**src/hw/sector_lock_defines.vh**
```
/*
  constants for the sector protection and lock controller: status register
  field positions, global protect codes, serial command framing and reset values.
  assumes inclusion by flash_sector_lock_control.v only; definitions only.
*/
// Functional notes
// - lock clear: status write 00h clears all sector flags, lock stays zero
// - lock clear: status write 7Fh sets all sector flags, lock stays zero
// - lock clear: status write FFh sets all flags and sets lock together
// - wp pin high: status write 0Fh clears lock, flags untouched
// - status write F0h sets lock from zero, flags untouched
// - only bit 7 of a status write is stored; bits 5:2 only decoded
// - status readback bits 5:2 show program error, live wp pin and protection summary
// - after address, output repeats FFh for protected sector, 00h otherwise
// - chip select release ends read at any bit, output goes high impedance
// - protection read data carries only the sector flag, no wp info
// - hardware lock active exactly when wp pin low and lock bit one
// - hardware lock ignores sector commands and status writes entirely
// - status write clearing lock does no global protect or unprotect
// - wp held low: set lock stays set until power cycle or reset
// - wp pin high: lock may be set, blocking sector commands
// - write raising lock from zero also performs encoded global operation
// - software lock: lock may be cleared, sector and global ops ignored
// - lock zero: sector and global ops work, lock may be raised
// - bits 5:2 neither all ones nor all zeros: flags unchanged
// - lock bit cleared after power-up and device reset
`ifndef SECTOR_LOCK_DEFINES_VH
`define SECTOR_LOCK_DEFINES_VH

// ----------------------------------------------------------------------------
// status register layout
// ----------------------------------------------------------------------------
`define SR_LOCK_POS        7
`define SR_RSVD_POS        6
`define SR_PROG_ERR_POS    5
`define SR_WP_POS          4
`define SR_SUMMARY_HI      3
`define SR_SUMMARY_LO      2
`define SR_WEL_POS         1
`define SR_BUSY_POS        0
`define SR_GLOBAL_HI       5
`define SR_GLOBAL_LO       2

// ----------------------------------------------------------------------------
// global protect codes and summary encodings
// ----------------------------------------------------------------------------
`define GLOBAL_PROTECT     4'hf
`define GLOBAL_UNPROTECT   4'h0
`define SUMMARY_NONE       2'h0
`define SUMMARY_SOME       2'h1
`define SUMMARY_ALL        2'h3

// ----------------------------------------------------------------------------
// serial command framing
// ----------------------------------------------------------------------------
`define OPC_READ_PROT      8'h3c
`define OPCODE_BITS        8
`define ADDR_BITS          24
`define SECTOR_ADDR_LSB    16
`define PROT_BYTE_SET      8'hff
`define PROT_BYTE_CLR      8'h00

// ----------------------------------------------------------------------------
// reset values
// ----------------------------------------------------------------------------
`define LOCK_RESET         1'b0
`define FLAG_RESET         1'b1
`define SUMMARY_RESET      2'h3

`endif

```
**src/hw/flash_sector_lock_control.v**
```verilog
/*
  sector protection flags, protection lock bit with hardware and software lock,
  global protect/unprotect decode of status writes, and the serial read of one
  sector's protection flag.
  assumes: status writes and sector commands arrive as one-cycle pulses from the
  command decoder on core_clk_in; serial pins and wp pin are asynchronous and are
  synchronised here; the serial clock is at most an eighth of core_clk_in.
*/
`timescale 1ns/1ps
`include "sector_lock_defines.vh"
module flash_sector_lock_control #(
  parameter NUM_SECTORS = 64,
  parameter SECTOR_BITS = 6
) (
  // clock and reset
  input  wire                   core_clk_in,
  input  wire                   nrst_in,
  // serial interface pins
  input  wire                   sck_in,
  input  wire                   cs_n_in,
  input  wire                   si_in,
  output reg                    so_out,
  output reg                    so_oe_n_out,
  // write-protect pin
  input  wire                   wp_n_in,
  // status register write from command decoder
  input  wire                   sr_write_in,
  input  wire [7:0]             sr_write_data_in,
  // sector protect / unprotect from command decoder
  input  wire                   sector_protect_in,
  input  wire                   sector_unprotect_in,
  input  wire [SECTOR_BITS-1:0] sector_sel_in,
  // other status bits owned elsewhere
  input  wire                   prog_error_in,
  input  wire                   write_enable_latch_in,
  input  wire                   busy_in,
  // status and protection state
  output wire [7:0]             status_out,
  output wire                   protection_lock_bit_out,
  output wire                   hw_lock_out,
  output wire                   sw_lock_out,
  output wire [1:0]             protection_summary_field_out,
  output wire [NUM_SECTORS-1:0] sector_flags_out
);

  // --------------------------------------------------------------------------
  // pin synchronisers
  // --------------------------------------------------------------------------
  wire sck_s;
  wire cs_n_s;
  wire si_s;
  wire wp_n_s;

  pin_sync #(.RESET_VAL(1'b0)) u_sync_sck (
    .core_clk_in (core_clk_in),
    .nrst_in     (nrst_in),
    .pin_in      (sck_in),
    .sync_out    (sck_s)
  );

  pin_sync #(.RESET_VAL(1'b1)) u_sync_cs (
    .core_clk_in (core_clk_in),
    .nrst_in     (nrst_in),
    .pin_in      (cs_n_in),
    .sync_out    (cs_n_s)
  );

  pin_sync #(.RESET_VAL(1'b0)) u_sync_si (
    .core_clk_in (core_clk_in),
    .nrst_in     (nrst_in),
    .pin_in      (si_in),
    .sync_out    (si_s)
  );

  pin_sync #(.RESET_VAL(1'b1)) u_sync_wp (
    .core_clk_in (core_clk_in),
    .nrst_in     (nrst_in),
    .pin_in      (wp_n_in),
    .sync_out    (wp_n_s)
  );

  // --------------------------------------------------------------------------
  // serial clock edge detection
  // --------------------------------------------------------------------------
  reg  sck_d;
  wire sck_rise;
  wire sck_fall;

  always @(posedge core_clk_in or negedge nrst_in) begin
    if (!nrst_in) begin
      sck_d <= 1'b0;
    end else begin
      sck_d <= sck_s;
    end
  end

  assign sck_rise = sck_s & ~sck_d & ~cs_n_s;
  assign sck_fall = ~sck_s & sck_d & ~cs_n_s;

  // --------------------------------------------------------------------------
  // lock state
  // --------------------------------------------------------------------------
  reg                   lock_bit;
  reg [NUM_SECTORS-1:0] flags;
  wire                  hw_lock;
  wire                  sw_lock;
  wire [3:0]            global_code;
  wire                  global_allowed;
  reg                   next_lock_bit;
  reg [NUM_SECTORS-1:0] next_flags;

  // hardware lock needs the pin asserted and the lock bit set
  assign hw_lock        = ~wp_n_s & lock_bit;
  // software lock: pin deasserted, lock bit set
  assign sw_lock        = wp_n_s & lock_bit;
  assign global_code    = sr_write_data_in[`SR_GLOBAL_HI:`SR_GLOBAL_LO];
  // a write that clears the lock finds the flags still soft-locked
  assign global_allowed = ~lock_bit;

  // --------------------------------------------------------------------------
  // next state of lock bit and sector flags
  // --------------------------------------------------------------------------
  always @* begin
    next_lock_bit = lock_bit;
    next_flags    = flags;
    if (sr_write_in && !hw_lock) begin
      // only the lock bit is stored, bits 5:2 are decoded
      // 0fh clears and f0h sets the lock alone, both carry odd codes
      next_lock_bit = sr_write_data_in[`SR_LOCK_POS];
      if (global_allowed) begin
        // ffh raises the lock and protects all sectors together
        if (global_code == `GLOBAL_PROTECT) begin
          next_flags = {NUM_SECTORS{1'b1}};
        end else if (global_code == `GLOBAL_UNPROTECT) begin
          next_flags = {NUM_SECTORS{1'b0}};
        end else begin
          next_flags = flags;
        end
      end
    end else if (!lock_bit) begin
      // protect wins over unprotect in the same cycle
      if (sector_protect_in) begin
        next_flags[sector_sel_in] = 1'b1;
      end else if (sector_unprotect_in) begin
        next_flags[sector_sel_in] = 1'b0;
      end
    end
  end

  // power-up and device reset clear the lock bit; wp pin never touches flags
  always @(posedge core_clk_in or negedge nrst_in) begin
    if (!nrst_in) begin
      lock_bit <= `LOCK_RESET;
      flags    <= {NUM_SECTORS{`FLAG_RESET}};
    end else begin
      lock_bit <= next_lock_bit;
      flags    <= next_flags;
    end
  end

  // --------------------------------------------------------------------------
  // status register view
  // --------------------------------------------------------------------------
  reg [1:0] summary;
  reg [1:0] next_summary;
  reg       prog_error;
  reg       write_enable_latch;
  reg       busy;

  // summary of the flags as they will stand after this edge
  always @* begin
    if (&next_flags) begin
      next_summary = `SUMMARY_ALL;
    end else if (~|next_flags) begin
      next_summary = `SUMMARY_NONE;
    end else begin
      next_summary = `SUMMARY_SOME;
    end
  end

  // status word comes from flops, pass-through bits one cycle behind their inputs
  always @(posedge core_clk_in or negedge nrst_in) begin
    if (!nrst_in) begin
      summary            <= `SUMMARY_RESET;
      prog_error         <= 1'b0;
      write_enable_latch <= 1'b0;
      busy               <= 1'b0;
    end else begin
      summary            <= next_summary;
      prog_error         <= prog_error_in;
      write_enable_latch <= write_enable_latch_in;
      busy               <= busy_in;
    end
  end

  // bits 5:2 are live state, never the written data
  assign status_out[`SR_LOCK_POS]                     = lock_bit;
  assign status_out[`SR_RSVD_POS]                     = 1'b0;
  assign status_out[`SR_PROG_ERR_POS]                 = prog_error;
  assign status_out[`SR_WP_POS]                       = wp_n_s;
  assign status_out[`SR_SUMMARY_HI:`SR_SUMMARY_LO]    = summary;
  assign status_out[`SR_WEL_POS]                      = write_enable_latch;
  assign status_out[`SR_BUSY_POS]                     = busy;

  assign protection_lock_bit_out      = lock_bit;
  assign hw_lock_out                  = hw_lock;
  assign sw_lock_out                  = sw_lock;
  assign protection_summary_field_out = summary;
  assign sector_flags_out             = flags;

  // --------------------------------------------------------------------------
  // serial protection read state machine
  // --------------------------------------------------------------------------
  localparam ST_OPCODE = 2'b00;
  localparam ST_ADDR   = 2'b01;
  localparam ST_DATA   = 2'b10;
  localparam ST_IGNORE = 2'b11;

  // --------------------------------------------------------------------------
  // frame bit counter end points, cut to the counter width
  // --------------------------------------------------------------------------
  localparam integer OPC_LAST_FULL  = `OPCODE_BITS - 1;
  localparam integer SECT_LAST_FULL = `ADDR_BITS - 1 - `SECTOR_ADDR_LSB;
  localparam integer ADDR_LAST_FULL = `ADDR_BITS - 1;
  localparam [4:0]   OPC_LAST       = OPC_LAST_FULL[4:0];
  localparam [4:0]   SECT_LAST      = SECT_LAST_FULL[4:0];
  localparam [4:0]   ADDR_LAST      = ADDR_LAST_FULL[4:0];

  reg [1:0]             state;
  reg [1:0]             next_state;
  reg [4:0]             bit_cnt;
  reg [4:0]             next_bit_cnt;
  reg [7:0]             in_shift;
  reg [7:0]             next_in_shift;
  reg [SECTOR_BITS-1:0] sector_idx;
  reg [SECTOR_BITS-1:0] next_sector_idx;
  wire [7:0]            shifted;

  assign shifted = {in_shift[6:0], si_s};

  always @* begin
    next_state      = state;
    next_bit_cnt    = bit_cnt;
    next_in_shift   = in_shift;
    next_sector_idx = sector_idx;
    case (state)
      ST_OPCODE: begin
        if (sck_rise) begin
          next_in_shift = shifted;
          if (bit_cnt == OPC_LAST) begin
            next_bit_cnt = 5'h00;
            if (shifted == `OPC_READ_PROT) begin
              next_state = ST_ADDR;
            end else begin
              next_state = ST_IGNORE;
            end
          end else begin
            next_bit_cnt = bit_cnt + 5'h01;
          end
        end
      end
      ST_ADDR: begin
        if (sck_rise) begin
          next_in_shift = shifted;
          // address bits 21:16 pick the 64 KB sector
          if (bit_cnt == SECT_LAST) begin
            next_sector_idx = shifted[SECTOR_BITS-1:0];
          end
          if (bit_cnt == ADDR_LAST) begin
            next_bit_cnt = 5'h00;
            next_state   = ST_DATA;
          end else begin
            next_bit_cnt = bit_cnt + 5'h01;
          end
        end
      end
      ST_DATA: begin
        next_state = ST_DATA;
      end
      ST_IGNORE: begin
        next_state = ST_IGNORE;
      end
      default: begin
        next_state = ST_OPCODE;
      end
    endcase
  end

  always @(posedge core_clk_in or negedge nrst_in) begin
    if (!nrst_in) begin
      state      <= ST_OPCODE;
      bit_cnt    <= 5'h00;
      in_shift   <= 8'h00;
      sector_idx <= {SECTOR_BITS{1'b0}};
    end else if (cs_n_s) begin
      // release of chip select ends any command mid-byte
      state      <= ST_OPCODE;
      bit_cnt    <= 5'h00;
      in_shift   <= 8'h00;
      sector_idx <= sector_idx;
    end else begin
      state      <= next_state;
      bit_cnt    <= next_bit_cnt;
      in_shift   <= next_in_shift;
      sector_idx <= next_sector_idx;
    end
  end

  // --------------------------------------------------------------------------
  // serial output: repeating byte FFh or 00h on each falling edge
  // --------------------------------------------------------------------------
  reg [7:0] out_shift;
  reg [2:0] out_cnt;
  wire [7:0] prot_byte;

  // only the sector flag shapes the byte, wp pin is not looked at
  assign prot_byte = flags[sector_idx] ? `PROT_BYTE_SET : `PROT_BYTE_CLR;

  always @(posedge core_clk_in or negedge nrst_in) begin
    if (!nrst_in) begin
      so_out      <= 1'b0;
      so_oe_n_out <= 1'b1;
      out_shift   <= 8'h00;
      out_cnt     <= 3'h0;
    end else if (cs_n_s) begin
      so_out      <= 1'b0;
      so_oe_n_out <= 1'b1;
      out_shift   <= 8'h00;
      out_cnt     <= 3'h0;
    end else if (state == ST_DATA && sck_fall) begin
      // byte reloads every eight bits so a flag change shows next byte
      if (out_cnt == 3'h0) begin
        so_out    <= prot_byte[7];
        out_shift <= {prot_byte[6:0], 1'b0};
      end else begin
        so_out    <= out_shift[7];
        out_shift <= {out_shift[6:0], 1'b0};
      end
      out_cnt     <= out_cnt + 3'h1;
      // first falling edge in the data state takes the pin
      so_oe_n_out <= 1'b0;
    end
  end

endmodule

```
**src/hw/pin_sync.v**
```verilog
/*
  two flip-flop synchroniser for one pin.
  assumes the pin is asynchronous to core_clk_in; the first stage feeds only the second.
*/
`timescale 1ns/1ps
module pin_sync #(
  parameter RESET_VAL = 1'b0
) (
  // clock and reset
  input  wire core_clk_in,
  input  wire nrst_in,
  // pin in, synchronised level out
  input  wire pin_in,
  output reg  sync_out
);

  reg meta;

  always @(posedge core_clk_in or negedge nrst_in) begin
    if (!nrst_in) begin
      meta     <= RESET_VAL;
      sync_out <= RESET_VAL;
    end else begin
      meta     <= pin_in;
      sync_out <= meta;
    end
  end

endmodule

```
**config.mk**
```make
export PLATFORM = sky130hd
export DESIGN_NAME = flash_sector_lock_control
export DESIGN_NICKNAME = d
export VERILOG_FILES = /design/src/hw/flash_sector_lock_control.v /design/src/hw/pin_sync.v
export VERILOG_INCLUDE_DIRS = /design/src /design/src/hw
export SDC_FILE = /design/constraint.sdc
export NUM_CORES = 1
export LEC_CHECK = 0
export BUFFER_PORTS_ARGS = -buffer_cell sky130_fd_sc_hd__buf_2
export CORE_MARGIN = 2
export CORE_UTILIZATION = 55
export DETAILED_ROUTE_END_ITERATION = 8
export GPL_ROUTABILITY_DRIVEN = 0
export PLACE_DENSITY_LB_ADDON = 0.15
export SLEW_MARGIN = 0
export SYNTH_ARGS = -nofsm -noshare
export SYNTH_HDL_FRONTEND = slang
export SYNTH_SLANG_ARGS = --single-unit
```
**constraint.sdc**
```tcl
create_clock -name core_clk_in -period 5.91 [get_ports core_clk_in]
set_input_delay 0.2955 -clock core_clk_in [delete_from_list [all_inputs] [get_ports core_clk_in]]
set_output_delay 0.2955 -clock core_clk_in [all_outputs]
set_load 0.02 [all_outputs]
```
# Word level (Yosys, flattened, before mapping)
# Cells that the tools add are included.
# classes
add_sub_neg	2
order_cmp	3
n_eq_ne	11
n_mux	40
n_bitwise	13
n_reduce_logical	18
# ops
cell	count
two-way mux 64 bit	7
bitwise AND 64 bit	1
inverter 64 bit	1
bitwise OR 64 bit	1
AND reduction 64 bit	1
OR reduction 64 bit	1
two-way mux 8 bit	4
two-way mux 5 bit	5
two-way mux 7 bit	3
< comparator 6 x 7 -> 1 bit, second input constant	2
two-way mux 2 bit	7
!= test 3 x 2 -> 1 bit, second input constant	4
case mux 5 bit (2 select lines)	1
equality test 8 x 6 -> 1 bit, second input constant	1
two-way mux 1 bit	8
case mux 2 bit (4 select lines)	1
AND reduction 4 bit	2
bitwise AND 1 bit	6
binary-select mux 1 bit (select 6 bit)	1
demux 1 bit (select 6 bit)	1
greater-or-equal comparator 6 x 1 -> 1 bit, second input constant	1
two-way mux 3 bit	2
nonzero test 2 bit	3
adder 5 x 1 -> 5 bit, second input constant	1
other kinds (16)	22
# totals
regBits	112
in_bits	26
out_inout_bits	79
word_cells	110

# Longest topological paths before layout
# logic_depth
depth_word	13
ltp_mapped	9
ltp_nobuf	8

# Cells and area by module
# From an unflattened synthesis, not the netlist that was laid out.
# unflattened
cells_unflattened	623
area_unflattened_um2	6366.1
# by_module_without_submodules
module	instances	cells_each	area_each_um2
flash_sector_lock_control	1	615	6160.9
pin_sync at u_sync_cs ...	2	2	52.6
pin_sync at u_sync_sck ...	2	2	50.0

# Worst setup path after synthesis
# No wires, ideal clock.
# synth_timing
kind	register -> register
startpoint	reg sector_idx[4]
endpoint	reg out_shift[2]
setup_ps	126
t_arrival_ps	2424
t_required_ps	5784
setup_slack_ps	3360
path_stages_with_launch	9
synth_period_minus_slack_ps	2550
cell_sequence	dfrtp_1 > clkbuf_1 > buf_1 > mux4_2 > mux4_2 > nor2_1 > nor3_1 > o2111a_1 > a221o_1
# synth_between
elab_chain_len	6
# synth_rtl
element	line	text
start, declared	flash_sector_lock_control.v:235	reg [SECTOR_BITS-1:0] sector_idx;
start signal, assigned	flash_sector_lock_control.v:294	sector_idx <= {SECTOR_BITS{1'b0}};
start signal, assigned	flash_sector_lock_control.v:300	sector_idx <= sector_idx;
start signal, assigned	flash_sector_lock_control.v:305	sector_idx <= next_sector_idx;
binary-select mux 1 bit (select 6 bit)	flash_sector_lock_control.v:317	assign prot_byte = flags[sector_idx] ? `PROT_BYTE_SET : `PROT_BYTE_CLR;
two-way mux 1 bit (not written as such)	flash_sector_lock_control.v:317	
two-way mux 8 bit (no line)	--	
two-way mux 8 bit	flash_sector_lock_control.v:332	if (out_cnt == 3'h0) begin
two-way mux 8 bit	flash_sector_lock_control.v:330	end else if (state == ST_DATA && sck_fall) begin
two-way mux 8 bit	flash_sector_lock_control.v:325	end else if (cs_n_s) begin
end signal, assigned	flash_sector_lock_control.v:334	out_shift <= {prot_byte[6:0], 1'b0};
end signal, assigned	flash_sector_lock_control.v:337	out_shift <= {out_shift[6:0], 1'b0};
end, declared	flash_sector_lock_control.v:312	reg [7:0] out_shift;
# Every way passes these cells. The select of a mux whose other input is x is not followed.
# A chain may end at the register's enable or synchronous reset.

# Worst setup path after layout
# layout_timing
startpoint	reg lock_bit (netlist: protection_lock_bit_out)
endpoint	reg summary[0] (netlist: protection_summary_field_out[0])
# layout_between
elab_chain_len	7
word_cells_on_any_way	10
classes_between	mux (5); bitwise (1); reduce/logical (4)
# layout_rtl
element	line	text
start, declared	flash_sector_lock_control.v:103	reg lock_bit;
start signal, assigned	flash_sector_lock_control.v:153	lock_bit <= `LOCK_RESET;
start signal, assigned	flash_sector_lock_control.v:156	lock_bit <= next_lock_bit;
bitwise AND 1 bit	flash_sector_lock_control.v:113	assign hw_lock = ~wp_n_s & lock_bit;
zero test 1 bit	flash_sector_lock_control.v:126	if (sr_write_in && !hw_lock) begin
logical AND 1 bit	flash_sector_lock_control.v:126	
two-way mux 64 bit (*)	flash_sector_lock_control.v:126	
via next_flags[21]	flash_sector_lock_control.v:110	reg [NUM_SECTORS-1:0] next_flags;
OR reduction 64 bit	flash_sector_lock_control.v:174	end else if (~|next_flags) begin
two-way mux 1 bit	flash_sector_lock_control.v:174	
two-way mux 2 bit (*)	flash_sector_lock_control.v:172	if (&next_flags) begin
via next_summary[0]	flash_sector_lock_control.v:165	reg [1:0] next_summary;
end signal, assigned	flash_sector_lock_control.v:184	summary <= `SUMMARY_RESET;
end signal, assigned	flash_sector_lock_control.v:189	summary <= next_summary;
end, declared	flash_sector_lock_control.v:164	reg [1:0] summary;
# The timed path passes the listed nets; every way through them passes the cells marked *.

==> results.json <==
{
  "ys_seq_area_share_pct": 45.2,
  "pwr_density_cell_mw_per_mm2": 390,
  "critPathMaxStageDelay_ps": 860,
  "core_area_sq_mm": 0.0113,
  "drive_gt1_share_pct": 35.9,
  "fin_skew_ps": 8.26,
  "status": "finished, final reports clean",
  "rows": 39,
  "cts_tree": "yes",
  "grt_pass1_wl_mm": 29.9,
  "netlist_top_cells_area": "dfstp_2 29%, dfrtp_1 16%, a311o_1 10%, mux4_2 6.4%, nand3_1 5.4%",
  "seqPwrFrac_pct": 43.2,
  "cts.sinks": 111,
  "syn_area_per_cell_sq_um": 10.8,
  "critPathCaptureType": "register",
  "h-tree-depth": 3,
  "cts_repair_resize_count": 0,
  "crit_arrival_ps": 3900,
  "final_max_slew_viol_count": 0,
  "viasPerCell": 7.17,
  "ir_drop_mv": 0.232,
  "first_pass_iters": 5,
  "clock.fmax_mhz": 275,
  "holdCritPathClass": "in2reg",
  "die_w_um": 111,
  "die_y_um": 111,
  "portBuffers": 100,
  "die_area_sq_mm": 0.0124,
  "nNetsFinal": 666,
  "wl_per_cell_um": 24.3,
  "ys.flop_type": "dfstp_2",
  "routed-via-count": 5596,
  "root_buffer": "clkbuf_16",
  "final_cell_mix": "99 x buf_2, 71 x dfstp_2, 68 x nand3_1",
  "p_int_mw": 1.79,
  "p_total_mw": 2.74,
  "grt_pass1_vias": 5332,
  "rsz0062_at_grt": "false",
  "path_cells": "nand3b_1 > buf_4 > a311o_1 > nor4_1 > nand4_1 > or4_1",
  "synth_nets": 621,
  "synth_cell_type_count": 60,
  "drtIter0Drc": 761,
  "yosysTopAreaCell": "dfstp_2",
  "area_delta_synth_final_pct": 10.9,
  "antenna_left": 0,
  "synth-edff-count": 0,
  "ys_ff_latch": 111,
  "antenna_found_initial": 0,
  "final_cells": 781,
  "grtUsageTotal_pct": 30.9,
  "slowest_stage": "nand3b_1",
  "synth_area_sq_mm": 0.00634,
  "antennaDiodeCount": 0,
  "tightest_slew_ps": 1200,
  "critPathKind": "reg2reg",
  "grt-ovfl-total": 0,
  "crit_fanout": 40,
  "critPathRequiredTime_ps": 6180,
  "initial_core_util_pct": 56.0,
  "dpl.cell_count": 764,
  "async_flop_share_pct": 100,
  "switching_share_pct": 34.6,
  "grt_max_degree": 70,
  "maxCapViolCount": 0,
  "ios": 105,
  "clockBufferDepth": 2,
  "clkSlewWorstSetupHoldPaths_ps": 70,
  "synth_top_area_share_pct": 29.4,
  "p_sw_mw": 0.949,
  "dpl.hpwl_mm": 12.6,
  "slew_headroom_pct": 20.3,
  "finalHoldViolations": 0,
  "numCtsBuffers": 9,
  "netlist_instances": 588,
  "drc": 0,
  "fin_tns_setup_ps": 0,
  "fin_crit_sh_pct": 61.5,
  "fin_crit_ps": 3640,
  "clkPwrFrac_pct": 26.9,
  "synth-warning-count": 0,
  "final-setup-viol-count": 0,
  "p_leak_nw": 2.61,
  "final_common_cell": "buf_2",
  "routed_wl_mm": 19.0,
  "start_kind": "register",
  "pwr-share-comb_pct": 30.0,
  "clock_latency_ps": 360
}
-- Yosys cell counts, drive strengths merged, types with 3 or more instances --
cell,count
inv,7
ha,7
and2,3
o21ai,4
a221o,7
mux2,7
nor2,23
a311o,64
nand4,22
mux4,18
nor4b,3
buf,54
nor3,68
nor2b,7
dfrtp,40
dfstp,71
nand4b,3
nand2,17
a21oi,3
nand4bb,3
clkbuf,22
nor4,22
and4b,3
mux2i,9
nand3,68
-- kinds of logic (layout without fill, tap and decap cells) --
| family | Yosys count | count (layout) | share of synthesized area (%) |
|---|---|---|---|
| other cells | 1 | 1 | 0.0591 |
| simple gates | 261 | 261 | 23.6 |
| compound gates | 87 | 87 | 12.9 |
| fa+ha+maj | 7 | 7 | 1.38 |
| mux | 34 | 34 | 9.06 |
| flops | 111 | 111 | 45.2 |
| xor+xnor | 4 | 4 | 0.552 |
| buf+inv | 83 | 133 | 7.26 |
-- worst max-delay path, delay by kind of cell, from the launching register on --
family                 cells  cell delay (ps)
DFF                        1              530
buffers and inverters      1              570
AOI/OAI and AO/OA          1              420
and+or+nand+nor            4             2000
-- final cells by class --
cell class | count | area [sq um]
fill | 911 | 4290
multi-input combinational | 394 | 3020
sequential | 111 | 2870
timing repair buffer | 110 | 581
clock buffer | 10 | 229
tap | 143 | 179
clock inverter | 6 | 133
inverter | 7 | 26.3
-- state kept, by name, summed over array words and instances (netlist names), 2 cells and up --
| signal | flops |
|---|---|
| sector_flags_out | 64 |
| in_shift | 7 |
| out_shift | 7 |
| sector_idx | 6 |
| bit_cnt | 5 |
| out_cnt | 3 |
| protection_summary_field_out | 2 |
| state | 2 |
-- power by group through the flow --
| stage | combinational (mW) | sequential, mW | clock (mW) |
|---|---|---|---|
| after CTS | 0.811 | 1.18 | 0.752 |
| after global placement | 0.795 | 1.18 | 0 |
| after detailed placement | 0.808 | 1.19 | 0 |
| after global routing | 0.867 | 1.19 | 0.779 |
| final | 0.822 | 1.18 | 0.737 |
| after floorplan | 0.389 | 1.30 | 0 |
-- through the flow --
| stage | setup WS, ps | hold WS (ps) | area, sq um | util (%) |
|---|---|---|---|---|
| final | 2270 | 32.0 | 7030 | 62.1 |
| after CTS | 2410 | 18.4 | 7030 | 62.1 |
| after floorplan | 3360 | -0.0911 | 6340 | - |
| after global routing | 2140 | 11.4 | 7030 | 62.1 |
| after global placement | 2410 | 324 | 6660 | 58.9 |
| after detailed placement | 2370 | 331 | 6660 | 58.9 |
-- metal layers --
layer / GRT usage (%) / vias up / wire length, um
met5: 0 / - / 0
met4: 12.1 / 0 / 518
met3: 7.57 / 57 / 1700
met2: 47.5 / 356 / 9080
met1: 42.8 / 2794 / 7660
li1: - / 2389 / -
-- timing repair --
action	in CTS	in global routing
endpoints found under the setup margin	0	0
buffers inserted	0	0
hold buffers	1	0
endpoints found under the hold margin	23	0
-- path summary, 6_finish.rpt --
kind	start	endpoint	slack [ps]	depth (start not counted)
hold reg to reg	u_sync_cs.meta	u_sync_cs.sync_out	360	0
max in group asynchronous	nrst_in	sector_idx[1]	4140	3
setup / recovery	protection_lock_bit_out	protection_summary_field_out[0]	2270	6
min in group asynchronous	nrst_in	bit_cnt[0]	480	2
hold / removal	wp_n_in	u_sync_wp.meta	30	1
setup reg to reg	protection_lock_bit_out	protection_summary_field_out[0]	2270	6
Power figures use the tool's default switching activity.
